## config.mk

```make
export PLATFORM = sky130hd
export DESIGN_NAME = io_bus_response
export DESIGN_NICKNAME = d
export VERILOG_FILES = /design/src/shared/bus_resp_pkg.sv /design/src/hw/io_bus_response.sv
export SDC_FILE = /design/constraint.sdc
export NUM_CORES = 1
export LEC_CHECK = 0
export ABC_AREA = 1
export BUFFER_PORTS_ARGS = -buffer_cell sky130_fd_sc_hd__buf_4
export CORE_ASPECT_RATIO = 2
export CORE_MARGIN = 2
export CORE_UTILIZATION = 55
export CTS_CLUSTER_SIZE = 20
export DETAILED_ROUTE_END_ITERATION = 7
export PLACE_DENSITY = 0.87
export SLEW_MARGIN = 20
export SYNTH_ARGS = -nofsm -noshare
export SYNTH_HDL_FRONTEND = slang
export SYNTH_SLANG_ARGS = --single-unit
export TNS_END_PERCENT = 30
```

## constraint.sdc

```tcl
create_clock -name i_clk -period 2.7 [get_ports i_clk]
set_clock_uncertainty 0.1 [all_clocks]
set_input_delay 0.54 -clock i_clk [delete_from_list [all_inputs] [get_ports i_clk]]
set_output_delay 0.54 -clock i_clk [all_outputs]
set_load 0.02 [all_outputs]
```

## src/shared/bus_resp_pkg.sv

```systemverilog
`default_nettype none
package bus_resp_pkg;
  // Output selector codes {select_b, select_a}
  localparam logic [1:0] SEL_INTERNAL = 2'h0;
  localparam logic [1:0] SEL_ASSIST = 2'h1;
  localparam logic [1:0] SEL_CHANNEL = 2'h2;
  localparam logic [1:0] SEL_CLOCKS = 2'h3;
  // Fixed addresses
  localparam logic [7:0] LOADER_ADDR = 8'h05;
  localparam logic [7:0] INTERVAL_CLK_VEC = 8'h6C;
  localparam logic [7:0] LINE_CLK_VEC = 8'h6D;
  // Acknowledge decoder priority codes
  localparam logic [2:0] PRI_ASSIST = 3'h0;
  localparam logic [2:0] PRI_CHANNEL = 3'h1;
  localparam logic [2:0] PRI_INTERVAL = 3'h2;
  localparam logic [2:0] PRI_LINE = 3'h3;
  localparam logic [2:0] PRI_PRINTER = 3'h4;
  localparam logic [2:0] PRI_NONE = 3'h7;
  // Microprocessor interrupt levels
  localparam logic [2:0] IPL_NONE = 3'h0;
  localparam logic [2:0] IPL_LOADER = 3'h2;
  localparam logic [2:0] IPL_BUS_REQ = 3'h4;
  localparam logic [2:0] FC_IACK = 3'h7;

  // Bus control lines, active low, as seen at the board
  typedef struct packed {
    logic addr_strobe_n;
    logic status_req_n;
    logic command_strobe_n;
    logic data_req_n;
    logic data_avail_n;
    logic int_ack_in_n;
  } bus_ctl_t;

  // Internal attention requests, active low
  typedef struct packed {
    logic assist_priority_n;
    logic channel_attention_n;
    logic interval_clk_attn_n;
    logic line_clk_attn_n;
    logic printer_attn_n;
  } attn_req_t;

  // Acknowledge clears, active low, one-cycle pulses
  typedef struct packed {
    logic clr_channel_n;
    logic clear_interval_clk_n;
    logic clr_line_clk_n;
    logic clr_printer_n;
  } ack_clear_t;
endpackage
`default_nettype wire

```

## src/hw/io_bus_response.sv

```systemverilog
// Behaviour
// RL1: Sync answer depends on control lines, delayed attention and addressed section.
// RL2: Address match with strobe raises internal sync pulse.
// RL3: Sync pulse passes two register stages before the sync line.
// RL4: Micro-handled control ops raise bus-request interrupt, no immediate sync.
// RL5: Micro completion sets flip-flop that drives sync via two stages.
// RL6: Host drops control after sync; micro sync cleared by sync reset.
// RL7: Selects 00 route internal byte; low byte driven only with enable.
// RL8: Selects 01 route assist byte; high-byte enable gates upper byte.
// RL9: Selects 10 return switch nibble over latched line nibble.
// RL10: Selects 11 return 6C if interval clock wins, else 6D.
// RL11: Acknowledge decoder clears channel, interval, line or printer by code.
// RL12: Data bits 6 and 7 form top of every device address compare.
// RL13: Bus-in strobe captures bus byte into buffered micro byte.
// RL14: Bus-out strobe loads micro byte onto internal output bus.
// RL15: Loader recognised at address 05 when enabled.
// RL16: Loader flag latched on full match, held till another address.
// RL17: Strap or bootstrap disable forces loader flag input low.
// RL18: Selected loader raises level 2 interrupt on request, data or command.
// RL19: Encoded level latched and driven to micro priority inputs.
// RL20: Function code all ones gives acknowledge; loader level yields autovector.
// RL21: Loader data request: output register, selects 00, enable, delayed sync.
// RL22: Attention held while pending; acknowledge trapped, not passed on.
// RL23: Priority: assist, channels, interval clock, line clock, printer.
// RL24: Acknowledge freezes latch; attention sync registered twice first.
// RL25: Sync, output enable and drivers release when control drops.
// RL26: System clear resets sync stages, loader flag and interrupt latch.
`default_nettype none
module io_bus_response
  import bus_resp_pkg::*;
(
  input wire logic i_clk,
  input wire logic i_rst,
  input wire bus_resp_pkg::bus_ctl_t i_bus_ctl,
  input wire logic [7:0] i_bus_in_byte,
  input wire logic [7:0] i_dev_addr,
  input wire logic i_multi_io_board_sel,
  input wire bus_resp_pkg::attn_req_t i_attn_req,
  input wire logic [3:0] i_irq_line_nibble,
  input wire logic [3:0] i_switch_high_nibble,
  input wire logic [7:0] i_assist_data_byte,
  input wire logic i_loader_strap_n,
  input wire logic i_loader_boot_enable,
  input wire logic i_micro_done,
  input wire logic i_bus_out_strobe_n,
  input wire logic [7:0] i_micro_out_byte,
  input wire logic [2:0] i_micro_fc,
  input wire logic [2:0] i_micro_addr_level,
  output logic o_sync_resp_n,
  output logic o_attention_n,
  output logic o_int_ack_out_n,
  output logic [7:0] o_bus_out_byte,
  output logic o_bus_low_byte_oe_n,
  output logic o_assist_high_byte_oe_n,
  output logic o_bus_request_irq_n,
  output logic o_micro_sync_reset,
  output logic [7:0] o_buffered_micro_byte,
  output logic [2:0] o_micro_ipl,
  output logic o_micro_irq_ack,
  output logic o_autovector_req_n,
  output logic o_loader_selected_n,
  output bus_resp_pkg::ack_clear_t o_ack_clear
);
  import bus_resp_pkg::*;

  // ----------------------------------------------------------------
  // Input synchronisers
  // ----------------------------------------------------------------
  // Every bus pin is asynchronous to the board clock.
  bus_ctl_t ctl_s1_q, ctl_q;
  attn_req_t attn_s1_q, attn_q;
  logic [7:0] din_s1_q, din_q;
  logic [7:0] daddr_s1_q, daddr_q;
  logic strap_s1_q, strap_q, boot_s1_q, boot_q;
  logic sel_s1_q, sel_q;
  always_ff @(posedge i_clk) begin
    ctl_s1_q <= i_bus_ctl;
    ctl_q <= ctl_s1_q;
    attn_s1_q <= i_attn_req;
    attn_q <= attn_s1_q;
    din_s1_q <= i_bus_in_byte;
    din_q <= din_s1_q;
    daddr_s1_q <= i_dev_addr;
    daddr_q <= daddr_s1_q;
    strap_s1_q <= i_loader_strap_n;
    strap_q <= strap_s1_q;
    boot_s1_q <= i_loader_boot_enable;
    boot_q <= boot_s1_q;
    sel_s1_q <= i_multi_io_board_sel;
    sel_q <= sel_s1_q;
  end

  logic ctl_active, ctl_active_q, out_op, in_op, micro_op;
  logic addr_match;
  // Any control line still active holds the current operation
  assign ctl_active = !ctl_q.addr_strobe_n || !ctl_q.status_req_n ||
    !ctl_q.command_strobe_n || !ctl_q.data_req_n ||
    !ctl_q.data_avail_n || !ctl_q.int_ack_in_n;
  assign out_op = !ctl_q.command_strobe_n || !ctl_q.data_avail_n;
  assign in_op = !ctl_q.data_req_n;
  // Upper two address bits taken from the bus byte itself
  assign addr_match = (din_q[7:6] == daddr_q[7:6]) &&
    (din_q[5:0] == daddr_q[5:0]); // RL12

  // ----------------------------------------------------------------
  // Section addressing
  // ----------------------------------------------------------------
  // Loader flag holds until a different address is strobed.
  logic loader_sel_q, board_sel_q, loader_en;
  assign loader_en = strap_q && boot_q; // RL17
  always_ff @(posedge i_clk) begin
    if (i_rst) begin
      loader_sel_q <= 1'b0; // RL26
      board_sel_q <= 1'b0;
    end else if (!ctl_q.addr_strobe_n && ctl_active_q == 1'b0) begin
      loader_sel_q <= loader_en && (din_q == LOADER_ADDR); // RL15 RL16
      board_sel_q <= sel_q && addr_match;
    end
  end
  assign micro_op = board_sel_q && !loader_sel_q && (out_op || in_op);

  // ----------------------------------------------------------------
  // Attention priority and acknowledge
  // ----------------------------------------------------------------
  logic [2:0] pri_d, pri_q;
  logic atsync_s1_q, atsync_q;
  // Encoder; assist has no external attention
  always_comb begin
    if (!attn_q.assist_priority_n) pri_d = PRI_ASSIST; // RL23
    else if (!attn_q.channel_attention_n) pri_d = PRI_CHANNEL;
    else if (!attn_q.interval_clk_attn_n) pri_d = PRI_INTERVAL;
    else if (!attn_q.line_clk_attn_n) pri_d = PRI_LINE;
    else if (!attn_q.printer_attn_n) pri_d = PRI_PRINTER;
    else pri_d = PRI_NONE;
  end

  // Latch is transparent until an acknowledge freezes it
  always_ff @(posedge i_clk) begin
    if (i_rst) pri_q <= PRI_NONE;
    else if (ctl_q.int_ack_in_n) pri_q <= pri_d; // RL24
  end

  // Attention sync ranked twice before it enables the decoder
  always_ff @(posedge i_clk) begin
    if (i_rst) begin
      atsync_s1_q <= 1'b0;
      atsync_q <= 1'b0;
    end else begin
      atsync_s1_q <= !ctl_q.int_ack_in_n; // RL24
      atsync_q <= atsync_s1_q;
    end
  end

  logic pending, ack_seen_q;
  assign pending = (pri_q != PRI_NONE) && (pri_q != PRI_ASSIST);
  // Attention, trap and one-shot clears per acknowledge
  always_ff @(posedge i_clk) begin
    if (i_rst) begin
      o_attention_n <= 1'b1;
      o_int_ack_out_n <= 1'b1;
      o_ack_clear <= '1;
      ack_seen_q <= 1'b0;
    end else begin
      o_attention_n <= !pending; // RL22
      o_int_ack_out_n <= ctl_q.int_ack_in_n || pending; // RL22
      ack_seen_q <= atsync_q;
      o_ack_clear <= '1;
      if (atsync_q && !ack_seen_q) begin
        unique case (pri_q) // RL11
          PRI_CHANNEL: o_ack_clear.clr_channel_n <= 1'b0;
          PRI_INTERVAL: o_ack_clear.clear_interval_clk_n <= 1'b0;
          PRI_LINE: o_ack_clear.clr_line_clk_n <= 1'b0;
          PRI_PRINTER: o_ack_clear.clr_printer_n <= 1'b0;
          default: o_ack_clear <= '1;
        endcase
      end
    end
  end

  // ----------------------------------------------------------------
  // Sync generation and output routing
  // ----------------------------------------------------------------
  logic pulse_d, pulse_s1_q, pulse_s2_q, micro_sync_q;
  logic [1:0] sel_d;
  logic low_oe_d, high_oe_d, irq_d, ack_own;
  assign ack_own = atsync_q && pending;
  // Decision logic: which sync and which source
  always_comb begin
    pulse_d = 1'b0;
    sel_d = SEL_INTERNAL;
    low_oe_d = 1'b0;
    high_oe_d = 1'b0;
    irq_d = 1'b0;
    if (!ctl_q.addr_strobe_n && sel_q && addr_match) begin
      pulse_d = 1'b1; // RL2
    end else if (!ctl_q.addr_strobe_n && loader_en &&
                 din_q == LOADER_ADDR) begin
      pulse_d = 1'b1; // RL15
    end else if (ack_own) begin
      pulse_d = 1'b1; // RL1
      low_oe_d = 1'b1;
      unique case (pri_q)
        PRI_CHANNEL: sel_d = SEL_CHANNEL; // RL9
        PRI_INTERVAL, PRI_LINE: sel_d = SEL_CLOCKS; // RL10
        default: sel_d = SEL_INTERNAL;
      endcase
    end else if (loader_sel_q && in_op) begin
      pulse_d = 1'b1; // RL21
      low_oe_d = 1'b1;
    end else if (board_sel_q && !ctl_q.status_req_n) begin
      pulse_d = 1'b1; // RL1
      low_oe_d = 1'b1;
      sel_d = SEL_ASSIST; // RL8
      high_oe_d = 1'b1;
    end else if (micro_op) begin
      irq_d = 1'b1; // RL4
      low_oe_d = in_op;
    end
  end

  // Micro completion flag, cleared after the host releases control
  always_ff @(posedge i_clk) begin
    if (i_rst) micro_sync_q <= 1'b0;
    else if (i_micro_done) micro_sync_q <= 1'b1; // RL5
    else if (!ctl_active) micro_sync_q <= 1'b0; // RL6
  end

  // Two-stage sync ranking; drops when control drops
  always_ff @(posedge i_clk) begin
    if (i_rst) begin
      pulse_s1_q <= 1'b0;
      pulse_s2_q <= 1'b0;
      o_sync_resp_n <= 1'b1;
    end else begin
      pulse_s1_q <= (pulse_d || micro_sync_q) && ctl_active; // RL3 RL25
      pulse_s2_q <= pulse_s1_q && ctl_active;
      o_sync_resp_n <= !(pulse_s2_q && ctl_active); // RL3
    end
  end

  // Bus-request interrupt, enables, sync reset
  always_ff @(posedge i_clk) begin
    if (i_rst) begin
      o_bus_request_irq_n <= 1'b1;
      o_bus_low_byte_oe_n <= 1'b1;
      o_assist_high_byte_oe_n <= 1'b1;
      o_micro_sync_reset <= 1'b0;
      ctl_active_q <= 1'b0;
    end else begin
      o_bus_request_irq_n <= !(irq_d && !micro_sync_q); // RL4
      o_bus_low_byte_oe_n <= !(low_oe_d && ctl_active); // RL7 RL25
      o_assist_high_byte_oe_n <= !high_oe_d; // RL8
      o_micro_sync_reset <= micro_sync_q && !ctl_active; // RL6
      ctl_active_q <= ctl_active;
    end
  end

  // ----------------------------------------------------------------
  // Data path registers
  // ----------------------------------------------------------------
  logic [7:0] internal_out_bus_q;
  logic bin_s1_q, bin_q, bin_prev_q, bout_s1_q, bout_q, bout_prev_q;
  always_ff @(posedge i_clk) begin
    if (i_rst) begin
      bin_s1_q <= 1'b1;
      bin_q <= 1'b1;
      bin_prev_q <= 1'b1;
    end else begin
      bin_s1_q <= ctl_q.command_strobe_n && ctl_q.data_avail_n;
      bin_q <= bin_s1_q;
      bin_prev_q <= bin_q;
    end
  end
  // Bus-in capture on the falling edge of the in-strobe
  always_ff @(posedge i_clk) begin
    if (i_rst) o_buffered_micro_byte <= 8'h00;
    else if (!bin_q && bin_prev_q && micro_op)
      o_buffered_micro_byte <= din_q; // RL13
  end
  // Bus-out strobe comes from the micro domain, ranked twice before its edge is taken
  always_ff @(posedge i_clk) begin
    if (i_rst) begin
      bout_s1_q <= 1'b1;
      bout_q <= 1'b1;
      bout_prev_q <= 1'b1;
      internal_out_bus_q <= 8'h00;
    end else begin
      bout_s1_q <= i_bus_out_strobe_n;
      bout_q <= bout_s1_q;
      bout_prev_q <= bout_q;
      if (!bout_q && bout_prev_q)
        internal_out_bus_q <= i_micro_out_byte; // RL14 RL21
    end
  end

  // Four-way output selector; zeros while not enabled
  always_ff @(posedge i_clk) begin
    if (i_rst) o_bus_out_byte <= 8'h00;
    else if (!(low_oe_d && ctl_active)) o_bus_out_byte <= 8'h00; // RL25
    else begin
      unique case (sel_d)
        SEL_INTERNAL: o_bus_out_byte <= internal_out_bus_q; // RL7
        SEL_ASSIST: o_bus_out_byte <= i_assist_data_byte; // RL8
        SEL_CHANNEL:
          o_bus_out_byte <= {i_switch_high_nibble,
                             i_irq_line_nibble}; // RL9
        SEL_CLOCKS:
          o_bus_out_byte <= (pri_q == PRI_INTERVAL) ?
            INTERVAL_CLK_VEC : LINE_CLK_VEC; // RL10
      endcase
    end
  end

  // ----------------------------------------------------------------
  // Microprocessor interrupt latch and acknowledge
  // ----------------------------------------------------------------
  logic loader_irq;
  assign loader_irq = loader_sel_q && (in_op || out_op); // RL18
  always_ff @(posedge i_clk) begin
    if (i_rst) begin
      o_micro_ipl <= IPL_NONE; // RL26
      o_micro_irq_ack <= 1'b0;
      o_autovector_req_n <= 1'b1;
      o_loader_selected_n <= 1'b1;
    end else begin
      if (irq_d && !micro_sync_q) o_micro_ipl <= IPL_BUS_REQ; // RL19
      else if (loader_irq) o_micro_ipl <= IPL_LOADER; // RL18 RL19
      else o_micro_ipl <= IPL_NONE;
      o_micro_irq_ack <= (i_micro_fc == FC_IACK); // RL20
      o_autovector_req_n <= !(i_micro_fc == FC_IACK &&
        i_micro_addr_level == IPL_LOADER); // RL20
      o_loader_selected_n <= !loader_sel_q;
    end
  end
endmodule
`default_nettype wire

```

==> flow_metrics.tcl <==
set metrics [dict create \
    status "finished, final reports clean" \
    core_region_area_mm2 0.006833 \
    critical_path.cell_chain "inv_2 > nand2_1 > nor3_1 > nand4_1 > nand3_2 > inv_1 > o21ai_1 > a21oi_2" \
    routed_wirelength_mm 7.969 \
    wl_per_cell_um 13.09 \
    dpl.hpwl_mm 5.139 \
    io-pin-count 97 \
    avgViaCountPerCell 4.826 \
    maxCapViolCount 0 \
    cellLeakagePower_nw 2.484 \
    async_reset_ff_share_pct 0 \
    post-synth-top-area-fraction_pct 61.76 \
    timing.critical_path.arrival_ns 2.00 \
    antenna_violating_nets_post_route 0 \
    clkTransAtPathRegs_ns 0.05 \
    n_fill_cell 457 \
    drt_drc_violations_left 0 \
    syn-num-nets 463 \
    grt_pass1_wl_mm 13.11 \
    initial_core_util_pct 55.98 \
    cts_tree "built" \
    startpoint_types "flop" \
    setup-violations-final 0 \
    root_buf_cell "clkbuf_16" \
    rsz_0062_raised_after_global_routing "no" \
    final_cell_count_no_fill 609 \
    htree_num_levels 4 \
    cts_hold_buffers 0 \
    synth-seq-area-share_pct 61.76 \
    vdd.ir_drop.worst_mv 0.5500 \
    critPathCaptureType "flop" \
    via_count 2939 \
    power_density_mw_per_mm2 835.4 \
    area_growth_syn_to_layout_pct 36.31 \
    synthesis.yosys.warnings 0 \
    cp_data_required_time_ns 2.89 \
    cts.sink_count 118 \
    std_cell_rows 43 \
    nets 571 \
    vias_in_the_first_global_route 2975 \
    die_h_um 121.9 \
    synth_enable_flop_cells 0 \
    ctsLongestPathBuffers 2 \
    post-route-period-util_pct 67.07 \
    post_cts_resize_count 0 \
    holdCritPathClass "in -> reg" \
    post_synth_num_cell_types 37 \
    globalRoute.totalOverflow 0 \
    post_cts_buffers 0 \
    tns_ns 0 \
    drtPass1Iterations 4 \
    grtUsageTotal_pct 22.92 \
    syn-cell-area_mm2 0.003825 \
    dieArea_mm2 0.007678 \
    clk_latency_ns 0.41 \
    grt_max_degree 26 \
    post_route_cells_drive_above_1_share_pct 31.60 \
    power_mw 4.356 \
    cp_slowest_stage_delay_ns 0.33 \
    synthDominantAreaCellType "dfxtp_1" \
    postSynthAreaPerCell_um2 9.586 \
    cp_top_family "simple AND/OR/NAND/NOR gates" \
    n_antenna_cell 0 \
    ys_ff_latch 118 \
    cp.buffers_inverters 2 \
    number_of_pins_exceeding_their_max_slew_limit_in_the_final_report 0 \
    worstSetupPathType "reg -> reg" \
    max_freq_mhz 552.2 \
    r2r_slack_ns 0.89 \
    cts_made_buffers 17 \
    quantity_of_i_o_buffers_inserted_on_ports 95 \
    place_congestion 0.8407 \
    initial_antenna_violation_count 0 \
    dp_cells 578 \
    netlist_top_cells_area "dfxtp_1, nand2_1, inv_1, nor2_1, nand3_1" \
    crit_fanout 3 \
    crit_path_top_delay_cell "dfxtp_1" \
    drt_iter0_drc 220 \
    die_w_um 62.97 \
    synth_top_flop_cell "dfxtp_1" \
    post_synth_inst_count 399 \
    report.final.hold_viol_count 0 \
    post-route-min-period_ns 1.811 \
]
## state kept, by name, summed over array words and instances, names as in the netlist, 2 cells and up
| name | count |
|---|---|
| ctl_s1_q | 6 |
| o_buffered_micro_byte | 8 |
| o_bus_out_byte | 8 |
| din_s1_q | 8 |
| o_micro_ipl | 2 |
| internal_out_bus_q | 8 |
| din_q | 8 |
| o_ack_clear | 4 |
| pri_q | 3 |
| daddr_q | 8 |
| attn_q | 5 |
| attn_s1_q | 5 |
| daddr_s1_q | 8 |
| ctl_q | 6 |
## synthesized netlist by cell type, types with 4 or more instances
cell and number:
o21ai_1 4, inv_2 6, o21ai_0 21, dfxtp_1 118, nand3_1 23, a21oi_2 4, nand2_1 60, nor3_1 5
nor2_1 33, inv_1 55, a21oi_1 12, nand4_1 8, nor2_4 5, o21ai_2 5
## per-stage QoR
stage | area, um2 | hold WS (ns) | utilization, % | worst slack [ns]
after floorplan | 3825 | 0.2096 | - | 1.238
after global placement | 4618 | 0.2107 | 67.59 | 1.033
after detailed placement | 4618 | 0.2121 | 67.59 | 0.9764
after CTS | 5214 | 0.1184 | 76.30 | 0.9142
after global routing | 5214 | 0.1135 | 76.30 | 0.7272
final | 5214 | 0.1328 | 76.30 | 0.8890
## path summary, 6_finish.rpt
kind	startpoint	endpoint	depth (start not counted)
max reg2reg	din_q[1]	o_bus_out_byte[3]	8
min reg2reg	daddr_s1_q[3]	daddr_q[3]	0
max	din_q[1]	o_bus_out_byte[3]	8
min	i_bus_in_byte[6]	din_s1_q[6]	1
## kinds of logic (layout without fill, tap and decap cells)
logic type                count (synthesis)  count (layout)  share of synthesized area, %
DFF                                     118             118                         61.76
AOI/OAI and AO/OA                        54              54                         9.094
other                                     1               1                       0.09804
xor gates and xnor gates                  1               1                        0.2290
buffers and inverters                    70             190                         7.589
and+or+nand+nor                         155             155                         21.23
## per-layer routing
layer	vias up	wire [um]	GRT usage [%]
met3	27	517	8.864
met2	112	4308	40.96
met4	0	270	15.42
met1	1324	2872	21.00
met5	-	0	0
li1	1476	-	-
## cell type report
type / count / area, um2 / area share [%]
multi-input combinational: 211 / 1172 / 22.49
inverter: 63 / 250.2 / 4.800
timing repair buffer: 96 / 720.7 / 13.82
clock inverter: 10 / 155.1 / 2.976
clock buffer: 21 / 440.4 / 8.447
sequential: 118 / 2362 / 45.31
tap: 90 / 112.6 / 2.160
## where the power goes
part	internal, mW	switching [mW]	total [mW]
clock network	1.53	0.733	2.26
logic	0.115	0.121	0.236
registers	1.82	0.0395	1.86
total	3.46	0.893	4.36
## placed cells by master (no fill, tap or decap), drive strengths merged
master	n
o21ai	30
bufinv	5
conb	1
and2	2
clkinvlp	2
nor3	5
clkinv	5
nand3	28
and3	1
buf	96
nand4	11
dfxtp	118
a21oi	19
a31oi	3
inv	61
a2bb2oi	1
a211oi	1
nand2	63
xnor2	1
clkbuf	21
or2	4
nor2	41
Note: power is estimated with default switching activity, not from simulation.
